==> config.mk <==
export PLATFORM = sky130hd
export DESIGN_NAME = spims_core
export DESIGN_NICKNAME = d
export VERILOG_FILES = /design/src/logic/spims_core.v /design/src/logic/spims_shift.v
export VERILOG_INCLUDE_DIRS = /design/src /design/src/common
export SDC_FILE = /design/constraint.sdc
export NUM_CORES = 1
export LEC_CHECK = 0
export ABC_AREA = 0
export ABC_CLOCK_PERIOD_IN_PS = 4500
export BUFFER_PORTS_ARGS = -buffer_cell sky130_fd_sc_hd__buf_2
export CAP_MARGIN = 20
export CORE_ASPECT_RATIO = 1.1
export CORE_MARGIN = 2
export CORE_UTILIZATION = 40
export CTS_CLUSTER_SIZE = 16
export DETAILED_ROUTE_END_ITERATION = 10
export GPL_TIMING_DRIVEN = 0
export PLACE_DENSITY = 0.71
export SLEW_MARGIN = 30
export SYNTH_ARGS = -nofsm -noshare
export SYNTH_HDL_FRONTEND = slang
export SYNTH_SLANG_ARGS = --single-unit
==> constraint.sdc <==
create_clock -name core_clk_i -period 4.5 [get_ports core_clk_i]
set_clock_uncertainty 0.1 [all_clocks]
set_input_delay 0.45 -clock core_clk_i [delete_from_list [all_inputs] [get_ports core_clk_i]]
set_output_delay 0.45 -clock core_clk_i [all_outputs]
set_load 0.02 [all_outputs]
==> src/common/spims_map.vh <==
// constants for the serial master/slave core
`ifndef SPIMS_MAP_VH
`define SPIMS_MAP_VH
// data width of one transfer
`define SPIMS_DATA_W 8
// master half period is DIV_BASE << rate cycles (rate 0 gives cpu/4)
`define SPIMS_DIV_BASE 8'h02
// highest rate code, larger codes are clipped to it
`define SPIMS_RATE_MAX 3'h5
// last bit index of a byte
`define SPIMS_LAST_BIT 3'h7
// reset values of the stored control bits and flags
`define SPIMS_MASTER_SELECT_BIT_RST 1'b0
`define SPIMS_SPE_RST 1'b0
`define SPIMS_FLAG_RST 1'b0
`define SPIMS_BYTE_RST 8'h00
`endif

==> src/logic/spims_core.v <==
// serial peripheral core, master or slave, with status flags
//
// Overview of operation
// master drives sck at selected rate
// idle sck rests at polarity level
// software sets select before master, enable
// master, enable kept only while select high
// master data write loads, shifts msb first
// byte end sets done flag, interrupt request
// done cleared by status access then data; code clears on a data read, or a data write as slave only
// data writes ignored while done, status unread
// partner keeps slave select per phase
// slave write loads, shifts on master clock
// slave software clears done before next end
// polarity, phase pick the capture edge
// software disables before polarity change
// select low as master faults, drops bits
// fault cleared by status read, control write
// fault refuses setting master, enable bits
// slave never sets the fault flag
// byte end while done set gives overrun
// overrun keeps first byte, drops later
// overrun cleared by status read
// data write while busy collides, dropped
// data write never clears collision flag
// collision cleared by status, data read
// soft select follows software level bit
// phase zero slave without select gap collides
`timescale 1ns/1ps
`include "spims_map.vh"
module spims_core #(
    parameter DATA_W = `SPIMS_DATA_W
) (
    input wire core_clk_i,
    input wire rst_i,
    // configuration bits, held by software
    input wire [2:0] clock_rate_select_i,
    input wire clock_idle_polarity_i,
    input wire clock_sample_phase_i,
    input wire select_soft_manage_i,
    input wire select_soft_level_i,
    input wire irq_enable_bit_i,
    input wire cpu_mask_i,
    // control register write with its two stored bits
    input wire ctrl_wr_i,
    input wire master_select_wr_i,
    input wire peripheral_enable_wr_i,
    // status register access strobes
    input wire status_rd_i,
    input wire status_wr_i,
    // data register access
    input wire data_wr_i,
    input wire [DATA_W-1:0] data_wdata_i,
    input wire data_rd_i,
    output wire [DATA_W-1:0] data_rdata_o,
    // stored control bits and flags, then interrupt request and busy
    output wire master_select_bit_o,
    output wire peripheral_enable_bit_o,
    output wire transfer_done_flag_o,
    output wire mode_fault_flag_o,
    output wire overrun_flag_o,
    output wire write_collision_flag_o,
    output wire irq_req_o,
    output wire busy_o,
    // serial pins, each two-way pin split in three
    input wire sck_i,
    output wire sck_o,
    output wire sck_oe_o,
    input wire mosi_i,
    output wire mosi_o,
    output wire mosi_oe_o,
    input wire miso_i,
    output wire miso_o,
    output wire miso_oe_o,
    input wire select_n_i
);
    localparam M_IDLE = 1'b0; // master not shifting
    localparam M_RUN = 1'b1; // master clocking a byte

    // pin synchronisers: order sck, mosi, miso, select
    reg [3:0] pin_s1_r; // first stage, read only by second
    reg [3:0] pin_s2_r; // second stage, safe to use
    reg sck_prev_r; // last synced sck for edge finding

    // stored control bits and flags
    reg master_select_bit_r;
    reg spe_r;
    reg done_r;
    reg done_arm_r; // status accessed while done set
    reg fault_r;
    reg fault_arm_r; // status read while fault set
    reg ovr_r;
    reg write_collision_flag_r;
    reg write_collision_flag_arm_r; // status read seen, data read clears
    reg [DATA_W-1:0] rx_r; // receive buffer

    // transfer engine
    reg mst_state_r;
    reg [7:0] div_cnt_r; // half period counter
    reg sck_lvl_r; // master clock level
    reg [2:0] bit_cnt_r; // trailing edges seen this byte
    reg in_latch_r; // bit taken on the capture edge
    reg end_q_r; // byte ended last cycle
    reg sl_byte_r; // slave ended a byte since select fell

    wire [DATA_W-1:0] sh_data;
    wire sh_out;

    wire sck_s = pin_s2_r[0];
    wire mosi_s = pin_s2_r[1];
    wire miso_s = pin_s2_r[2];
    // internal select level, soft or from the pin
    wire sel_lvl = select_soft_manage_i ? select_soft_level_i : pin_s2_r[3];

    // clipped rate and master half period
    wire [2:0] rate = (clock_rate_select_i > `SPIMS_RATE_MAX) ? `SPIMS_RATE_MAX : clock_rate_select_i;
    wire [7:0] half_lim = (`SPIMS_DIV_BASE << rate) - 8'h01;

    wire master_on = master_select_bit_r && spe_r;
    wire slave_on = !master_select_bit_r && spe_r && !sel_lvl;

    // master edges, one when the half period runs out
    wire m_tick = (mst_state_r == M_RUN) && (div_cnt_r == half_lim);
    wire m_lead = m_tick && (sck_lvl_r == clock_idle_polarity_i);
    wire m_trail = m_tick && (sck_lvl_r != clock_idle_polarity_i);
    // slave edges, found on the synced clock
    wire s_chg = slave_on && (sck_s != sck_prev_r);
    wire s_lead = s_chg && (sck_prev_r == clock_idle_polarity_i);
    wire s_trail = s_chg && (sck_prev_r != clock_idle_polarity_i);

    wire lead_ev = m_lead || s_lead;
    wire trail_ev = m_trail || s_trail;
    wire last_bit = (bit_cnt_r == `SPIMS_LAST_BIT);
    // phase picks which edge captures and which moves data
    wire cap_ev = clock_sample_phase_i ? trail_ev : lead_ev;
    // phase one keeps its last bit in the latch, so mosi never moves on a capture edge
    wire shift_ev = clock_sample_phase_i ? (lead_ev && (bit_cnt_r != 3'h0)) : trail_ev;
    wire din = master_select_bit_r ? miso_s : mosi_s;
    // a capture and a shift together take the fresh bit
    wire shift_in = cap_ev ? din : in_latch_r;
    wire byte_end = trail_ev && last_bit;

    // slave is busy mid byte, or in phase zero until select rises
    wire sl_busy = slave_on && ((bit_cnt_r != 3'h0) || (!clock_sample_phase_i && sl_byte_r));
    wire busy = (mst_state_r == M_RUN) || end_q_r || sl_busy;

    // data write filtering
    wire wr_block = data_wr_i && done_r && !done_arm_r;
    wire wr_coll = data_wr_i && !wr_block && busy;
    wire wr_ok = data_wr_i && !wr_block && !busy;
    wire m_start = wr_ok && master_on && (mst_state_r == M_IDLE);

    // flag clearing terms
    wire status_acc = status_rd_i || status_wr_i;
    wire done_clr = done_arm_r && (data_rd_i || (!master_select_bit_r && data_wr_i));
    wire fault_clr = fault_arm_r && ctrl_wr_i;
    // select low while master is a fault, never as slave
    wire fault_ev = master_select_bit_r && !sel_lvl;
    wire ovr_ev = end_q_r && done_r && !done_clr;

    // pin synchronisers
    always @(posedge core_clk_i) begin
        if (rst_i) begin
            pin_s1_r <= 4'hf;
            pin_s2_r <= 4'hf;
            sck_prev_r <= 1'b1; // matches the synced reset level, no false edge
        end else begin
            pin_s1_r <= {select_n_i, miso_i, mosi_i, sck_i};
            pin_s2_r <= pin_s1_r;
            sck_prev_r <= pin_s2_r[0];
        end
    end

    // control bits: fault drops both, fault refuses setting them
    always @(posedge core_clk_i) begin
        if (rst_i) begin
            master_select_bit_r <= `SPIMS_MASTER_SELECT_BIT_RST;
            spe_r <= `SPIMS_SPE_RST;
        end else if (fault_ev) begin
            master_select_bit_r <= 1'b0;
            spe_r <= 1'b0;
        end else if (ctrl_wr_i) begin
            // while faulted only the clearing write may set them
            if (fault_r && !fault_arm_r) begin
                master_select_bit_r <= master_select_bit_r && master_select_wr_i;
                spe_r <= spe_r && peripheral_enable_wr_i;
            end else begin
                master_select_bit_r <= master_select_wr_i;
                spe_r <= peripheral_enable_wr_i;
            end
        end
    end

    // mode fault flag, set wins over its clearing write
    always @(posedge core_clk_i) begin
        if (rst_i) begin
            fault_r <= `SPIMS_FLAG_RST;
            fault_arm_r <= 1'b0;
        end else begin
            if (fault_ev) begin
                fault_r <= 1'b1;
            end else if (fault_clr) begin
                fault_r <= 1'b0;
            end
            // arming needs a status read while set
            if (fault_clr || fault_ev) begin
                fault_arm_r <= 1'b0;
            end else if (status_rd_i && fault_r) begin
                fault_arm_r <= 1'b1;
            end
        end
    end

    // transfer done flag and its two step clear
    always @(posedge core_clk_i) begin
        if (rst_i) begin
            done_r <= `SPIMS_FLAG_RST;
            done_arm_r <= 1'b0;
        end else begin
            if (end_q_r) begin
                done_r <= 1'b1;
            end else if (done_clr) begin
                done_r <= 1'b0;
            end
            // a new byte end makes the old access stale
            if (end_q_r || done_clr) begin
                done_arm_r <= 1'b0;
            end else if (status_acc && done_r) begin
                done_arm_r <= 1'b1;
            end
        end
    end

    // overrun flag, cleared by a status read; set wins
    always @(posedge core_clk_i) begin
        if (rst_i) begin
            ovr_r <= `SPIMS_FLAG_RST;
        end else if (ovr_ev) begin
            ovr_r <= 1'b1;
        end else if (status_rd_i) begin
            ovr_r <= 1'b0;
        end
    end

    // write collision flag, only a status then data read clears it
    always @(posedge core_clk_i) begin
        if (rst_i) begin
            write_collision_flag_r <= `SPIMS_FLAG_RST;
            write_collision_flag_arm_r <= 1'b0;
        end else begin
            if (wr_coll) begin
                write_collision_flag_r <= 1'b1;
            end else if (write_collision_flag_arm_r && data_rd_i) begin
                write_collision_flag_r <= 1'b0;
            end
            // a colliding data write drops the arming, other data writes leave it alone
            if (wr_coll || (write_collision_flag_arm_r && data_rd_i)) begin
                write_collision_flag_arm_r <= 1'b0;
            end else if (status_rd_i) begin
                write_collision_flag_arm_r <= 1'b1;
            end
        end
    end

    // receive buffer keeps the first byte after the last clear
    always @(posedge core_clk_i) begin
        if (rst_i) begin
            rx_r <= `SPIMS_BYTE_RST;
        end else if (end_q_r && !ovr_ev) begin
            // phase one appends the bit still held in the capture latch
            rx_r <= clock_sample_phase_i ? {sh_data[DATA_W-2:0], in_latch_r} : sh_data;
        end
    end

    // master clock generator
    always @(posedge core_clk_i) begin
        if (rst_i) begin
            mst_state_r <= M_IDLE;
            div_cnt_r <= 8'h00;
            sck_lvl_r <= 1'b0;
        end else begin
            case (mst_state_r)
                M_IDLE: begin
                    div_cnt_r <= 8'h00;
                    sck_lvl_r <= clock_idle_polarity_i;
                    if (m_start) begin
                        mst_state_r <= M_RUN;
                    end
                end
                M_RUN: begin
                    // a fault or disable stops the byte at once
                    if (!master_on || fault_ev) begin
                        mst_state_r <= M_IDLE;
                    end else if (m_tick) begin
                        div_cnt_r <= 8'h00;
                        sck_lvl_r <= !sck_lvl_r;
                        if (byte_end) begin
                            mst_state_r <= M_IDLE;
                        end
                    end else begin
                        div_cnt_r <= div_cnt_r + 8'h01;
                    end
                end
                default: begin
                    mst_state_r <= M_IDLE;
                end
            endcase
        end
    end

    // bit counter, capture latch and byte end pulse
    always @(posedge core_clk_i) begin
        if (rst_i) begin
            bit_cnt_r <= 3'h0;
            in_latch_r <= 1'b0;
            end_q_r <= 1'b0;
            sl_byte_r <= 1'b0;
        end else begin
            end_q_r <= byte_end;
            if (cap_ev) begin
                in_latch_r <= din;
            end
            // slave select high restarts the slave byte
            if (!master_select_bit_r && sel_lvl) begin
                bit_cnt_r <= 3'h0;
            end else if (trail_ev) begin
                bit_cnt_r <= bit_cnt_r + 3'h1;
            end
            // phase zero slave needs select high between bytes
            if (sel_lvl || master_select_bit_r) begin
                sl_byte_r <= 1'b0;
            end else if (s_trail && last_bit) begin
                sl_byte_r <= 1'b1;
            end
        end
    end

    // the byte in flight
    spims_shift #(
        .WIDTH(DATA_W)
    ) u_shift (
        .core_clk_i(core_clk_i),
        .rst_i(rst_i),
        .load_i(wr_ok),
        .load_data_i(data_wdata_i),
        .shift_i(shift_ev),
        .in_bit_i(shift_in),
        .out_bit_o(sh_out),
        .data_o(sh_data)
    );

    // pins: disabled core drives nothing
    assign sck_o = (mst_state_r == M_RUN) ? sck_lvl_r : clock_idle_polarity_i;
    assign sck_oe_o = master_on;
    assign mosi_o = sh_out;
    assign mosi_oe_o = master_on;
    assign miso_o = sh_out;
    assign miso_oe_o = slave_on;

    // software view
    assign data_rdata_o = rx_r;
    assign master_select_bit_o = master_select_bit_r;
    assign peripheral_enable_bit_o = spe_r;
    assign transfer_done_flag_o = done_r;
    assign mode_fault_flag_o = fault_r;
    assign overrun_flag_o = ovr_r;
    assign write_collision_flag_o = write_collision_flag_r;
    assign busy_o = busy;
    // collision alone never requests
    assign irq_req_o = irq_enable_bit_i && !cpu_mask_i && (done_r || fault_r || ovr_r);
endmodule

==> src/logic/spims_shift.v <==
// shift register holding the byte in flight, msb first
`timescale 1ns/1ps
module spims_shift #(
    parameter WIDTH = 8
) (
    input wire core_clk_i,
    input wire rst_i,
    input wire load_i, // parallel load from software
    input wire [WIDTH-1:0] load_data_i,
    input wire shift_i, // advance one bit
    input wire in_bit_i, // bit entering at the lsb
    output wire out_bit_o, // bit currently on the line
    output wire [WIDTH-1:0] data_o // whole register
);
    reg [WIDTH-1:0] sh_r; // the shift register
    reg [WIDTH-1:0] sh_nxt;

    // next value: load beats shift; a phase zero slave can ask both at its first trailing edge
    always @* begin
        sh_nxt = sh_r;
        if (load_i) begin
            sh_nxt = load_data_i;
        end else if (shift_i) begin
            sh_nxt = {sh_r[WIDTH-2:0], in_bit_i};
        end
    end

    // storage
    always @(posedge core_clk_i) begin
        if (rst_i) begin
            sh_r <= {WIDTH{1'b0}};
        end else begin
            sh_r <= sh_nxt;
        end
    end

    assign out_bit_o = sh_r[WIDTH-1];
    assign data_o = sh_r;
endmodule

[Word-level counts from Yosys, hierarchy flattened]
Cells that the tools add are included.
Cells by class
  bitwise logic cells: 1
  shift-type cells: 1
  add/subtract/negate cells: 3
  equality and inequality tests: 9
  mux-type cells: 31
  reductions and logical operators: 76
  order comparisons: 1
Operators by type and width (count)
  $mux 8: 5
  $logic_and 1x1->1: 37
  $mux 1: 22
  $pmux 8 s2: 1
  $logic_or 1x1->1: 14
  $logic_not 1->1: 12
  $reduce_or 2->1: 6
  $reduce_bool 2->1: 5
  $add 8x1->8 const B: 1
  $eq 8x8->1: 1
  $shl 2x3->8 const A: 1
  $sub 8x1->8 const B: 1
  $pmux 1 s2: 2
  $add 3x1->3 const B: 1
  $eq 3x3->1 const B: 1
  $gt 3x3->1 const B: 1
  $mux 3: 1
  $ne 1x1->1: 3
  $reduce_bool 3->1: 1
  $eq 1x1->1: 2
  $ne 2x1->1 const B: 1
  $ne 2x2->1 const B: 1
  $reduce_and 2->1: 1
  $not 1->1: 1
Storage, ports and cells
  flip-flop bits (word level): 50

[Depth between registers and ports, before layout]
  depth in word-level cells: 13
  depth in mapped cells: 11
  gate-level depth less buffers: 10

[Cells and area by module]
Synthesis repeated with hierarchy kept, for this count alone.
Second synthesis, totals
  cells, all modules: 266
  area total of the unflattened synthesis: 2401.1 um2
By module, submodules not included
  spims_core: sequential area each 840.8 um2, cells each 230, area an instance 2024.4 um2, times used 1
  spims_shift: sequential area each 160.2 um2, cells each 36, area an instance 376.6 um2, times used 1

[Worst setup path after synthesis]
OpenSTA, ideal clock, no wires.
  path kind: input-to-reg
  start point: in clock_rate_select_i[1]
  end point: reg u_shift.sh_r[0], in the netlist u_shift.data_o[0]
  path buffers: 0
  slack: 1498 ps
  arrival: 2783 ps
  data required time: 4280 ps
  cell stages on the path: 8
  setup time: 120 ps
  cell sequence: or3_1 > ha_1 > xnor2_1 > nor4b_4 > nand2_2 > o41ai_4 > o32ai_4 > o31a_1
On the way
  word-level cells in the longest chain between the ends: 12
  elaborated cells on any way between the ends: 17
  those cells by class: add/sub: 1; order compare: 1; eq/ne: 1; shift: 1; mux: 6; reduce/logical: 7
Ends and longest elaborated chain
  from (decl): line spims_core.v:37  | input wire [2:0] clock_rate_select_i,
  $gt 3x3->1 (no line)
  $mux 3 *: line spims_core.v:116  | wire [2:0] rate = (clock_rate_select_i > `SPIMS_RATE_MAX) ? `SPIMS_RATE_MAX : clock_rate_select_i;
  $shl 2x3->8 (no line) *
  $sub 8x1->8 *: line spims_core.v:117  | wire [7:0] half_lim = (`SPIMS_DIV_BASE << rate) - 8'h01;
  $eq 8x8->1 *: line spims_core.v:123  | wire m_tick = (mst_state_r == M_RUN) && (div_cnt_r == half_lim);
  $logic_and 1x1->1 *: line spims_core.v:123
  $logic_and 1x1->1 (on tied branches): line spims_core.v:124, spims_core.v:125
  $logic_or 1x1->1 (on tied branches): line spims_core.v:131, spims_core.v:132
  $mux 1: line spims_core.v:135  | wire cap_ev = clock_sample_phase_i ? trail_ev : lead_ev;
  $mux 1
  $mux 8: line spims_shift.v:23  | end else if (shift_i) begin
  $mux 8: line spims_shift.v:21  | if (load_i) begin
  to (signal assigned): line spims_shift.v:31  | sh_r <= {WIDTH{1'b0}};
  to (signal assigned): line spims_shift.v:33  | sh_r <= sh_nxt;
  to (decl): line spims_shift.v:15  | reg [WIDTH-1:0] sh_r;
Mark *: on every way between the ends. The rest lies on a longest branch, timed or not. The select of a mux whose other input is x is not followed.
A chain may end at the register's enable or synchronous reset.

[Final worst setup path]
Same ends and word-level chain as after synthesis.

==> impl_results.md <==
- Status: finished clean
- Async set-reset flop share out of synthesis: 0%
- Proportion of layout cells with a drive suffix above 1: 27.1%
- Nets: 366
- Initial Util: 40.6%
- N_diodes: 0
- Peak Freq: 0.320 GHz
- Later-pin clock latency in the skew report: ~0.30 ns
- First-iteration detailed-routing DRC count: 80
- Overall power: about 0.88 mW
- Final Hold Viols: 0
- Area grow syn2layout: 19.0%
- WL/cell: 12.6 um
- Die height: 86.4 um
- Worst r2r path cells: 9
- Synthesized instance count: 273
- Largest net degree at the start of global routing: 17
- Post-DP HPWL: between 4000 and 5000 um
- Average cell area after synthesis: 9.05 um2
- Clock sinks: 50
- Die area: 0.00682 mm2
- Placed Cells: 404
- Setup TNS Final: 0 ns
- Worst-path cell chain: buf_2 > or3_1 > ha_1 > xor2_1 > nor4b_1 > o31ai_1 > o41ai_4 > o32ai_4 > o31a_1
- Number of synthesized register bits: 50
- Crit path max-delay family: compound AO/OA/AOI/OAI gates
- Port bufs: 51
- Slowest CP cell: o41ai_4
- Critical path class: input pin to flop
- CTS root buf: clkbuf_8
- Number of synthesized flops with an enable pin: 0
- Non-filler cells in the finished layout: 412
- Slew headroom: 47.7%
- CTS clock-pin slew for the worst setup and hold paths: 0.10 ns
- Pwr/cell area: 298 mW/mm2
- Ys Warns: 0
- Register area share after synthesis: 40.5%
- Number of cells on the critical path: 9
- First-pass GRT wire length: 8470 um
- Num CTS Buffers: 5
- Worst r2r src: bit_cnt_r[0]$_SDFFE_PP0P_
- Clk buf depth: 2
- Critical path launch point: clock_rate_select_i[1]
- Crit path to: u_shift.data_o[0]$_SDFFE_PP0P_
- Fin crit period: 3.13 ns
- CP arrival: roughly 3.2 ns
- Gate power share: between 10% and 20%
- Net Sw Frac: 24.2%
- Setup crit end kind: flop
- Clock power share: 35.9%
- Die width: 78.9 um
- Worst-Margin Slew: 0.777 ns
- Max incr delay on CP: 0.65 ns
- Initial antenna violation count: 0
- Total grt overflow: 0
- Setup Fix Bufs, Post-CTS: 0
- RSZ-0062 raised after global routing: false
- Psw: 0.212 mW
- Syn nets: 308
- Antenna Violating Nets Remaining: 0
- Reg2reg setup slack: 1.59 ns
- Tcrit/Tclk final: a little over two thirds
- Hold Slack: 0.222 ns
- DRC viols: 0
- Ys flop type: dfxtp_1
- CP Max Fanout: 9
- H-tree lvl count: 2
- Via count: 2026
- WL final: 5180 um
- Setup violators final: 0
- Pleak: 1.21 nW
- # Max-Cap Violations: 0
- Worst R2R End: u_shift.data_o[5]$_SDFFE_PP0P_
- WP data required: about 4.6 ns
- Yosys cell types: 44
- Hold Buf Count CTS: 0
- Std-Cell Rows: 30
- Gr usage total: 15.4%
- Reg power frac: a little over half
- IO Pins: 52
- Fill cell count: approximately 600
- CTS tree: yes
- Max VDD drop: 142 uV
- GPL Wtd Cong: approximately 0.85
- TritonRoute pass-1 iters: 6
- Startpoint types: input pin
- Via/cell ratio: 4.92
- Int Pwr: 0.665 mW
- Synthesized area: ~0.0025 mm2
- Hold Crit Class: input pin to flop
- Core Footprint: 0.00608 mm2
- Vias in the first global route: 1908
- Critical path buffers and inverters: 1
- Fin. max-slew vios: 0
- CTS resizes: 0
## layout make-up
cell class	count	area [um2]	area share [%]
Multi-Input combinational cell	200	1380	46.8
Buffer	12	52.6	1.79
Clock buffer	5	68.8	2.34
Tap cell	80	100	3.40
Sequential cell	50	1000	34.0
Clock inverter	3	45.0	1.53
Inverter	11	41.3	1.40
Timing Repair Buffer	51	255	8.68
## routing by layer
layer	up-vias	track usage (%)	wire length (um)
met5	-	0	0
li1	1053	-	-
met4	0	4.39	57
met1	946	18.1	2360
met3	5	3.23	125
met2	22	28.4	2630
## cell usage in the layout, fill, tap and decap left out, types with 2 or more instances in the layout
cell	Yosys	final
and2_1	3	3
a211oi_1	9	9
o21ai_0	12	12
o221a_2	2	2
clkbuf_1	10	10
o31ai_1	2	2
mux2i_1	21	21
ha_1	5	5
nand2b_1	4	4
nor2_1	40	40
nor3b_1	4	4
xor2_1	8	8
buf_4	2	2
mux2_2	8	8
buf_2	0	51
dfxtp_1	50	50
inv_1	11	11
xnor2_1	8	8
clkbuf_8	0	5
clkinvlp_4	0	2
or2_2	11	11
nor2b_1	2	2
nand2_1	21	21
nand3_1	4	4
a21oi_1	10	10
nor3_1	4	4
nor4_1	2	2
## cells in the mapped netlist (all sizes together), types with 3 or more instances
library cell   n  area (um2)
nand3          4        20.0
mux2           8        90.1
xnor2          8        70.1
and2           3        18.8
ha             5        62.6
nor3b          5        42.5
clkbuf        10        37.5
nor2          40         150
mux2i         21         210
or2           12        75.1
nand2         22        85.1
a211oi         9        67.6
inv           11        41.3
xor2           8        70.1
nor3           4        20.0
a21oi         10        50.1
dfxtp         50        1000
o21ai         12        60.1
nand2b         4        25.0
## logic make-up after synthesis
group	Yosys count	share of synthesized area [%]
AND/OR/NAND/NOR	104	21.3
AO/OA/AOI/OAI	46	14.0
adder cells (fa/ha/maj)	5	2.53
buffers and inverters	23	3.80
flip-flops	50	40.5
XOR/XNOR	16	5.67
multiplexers	29	12.2
## power by group through the flow
stage                     clock [mW]  sequential (mW)  combinational [mW]
after floorplan                    0            0.474              0.0641
after global placement             0            0.472              0.0977
after detailed placement           0            0.473              0.0994
after CTS                      0.323            0.463              0.0998
after global routing           0.334            0.464               0.109
final                          0.315            0.462              0.0996
## state kept, by name, indices dropped and copies added (netlist names), 3 cells and up
name / count
bit_cnt_r: 3
pin_s1_r: 4
div_cnt_r: 8
pin_s2_r: 4
u_shift.data_o: 8
data_rdata_o: 8
## metrics by stage
| stage | worst slack (ns) | util [%] | cell area, um2 |
|---|---|---|---|
| floorplan | 1.50 | - | 2470 |
| global placement | 1.15 | 46.5 | 2830 |
| detailed placement | 1.06 | 46.5 | 2830 |
| CTS | 1.38 | 48.4 | 2940 |
| global route | 1.13 | 48.4 | 2940 |
| finish | 1.37 | 48.4 | 2940 |
## worst min-delay path by stage
stage                                 startpoint                      to  slack, ns  depth (start not counted)
final                                     miso_i  pin_s1_r[2]$_SDFF_PP1_       0.22                          2
after global routing                      miso_i  pin_s1_r[2]$_SDFF_PP1_       0.21                          2
after CTS                                  sck_i  pin_s1_r[0]$_SDFF_PP1_       0.21                          2
after detailed placement  pin_s1_r[2]$_SDFF_PP1_  pin_s2_r[2]$_SDFF_PP1_       0.29                          1
after global placement    pin_s1_r[3]$_SDFF_PP1_  pin_s2_r[3]$_SDFF_PP1_       0.29                          1
after floorplan           pin_s1_r[0]$_SDFF_PP1_  pin_s2_r[0]$_SDFF_PP1_       0.29                          1
(Power assumes the default switching activity.)
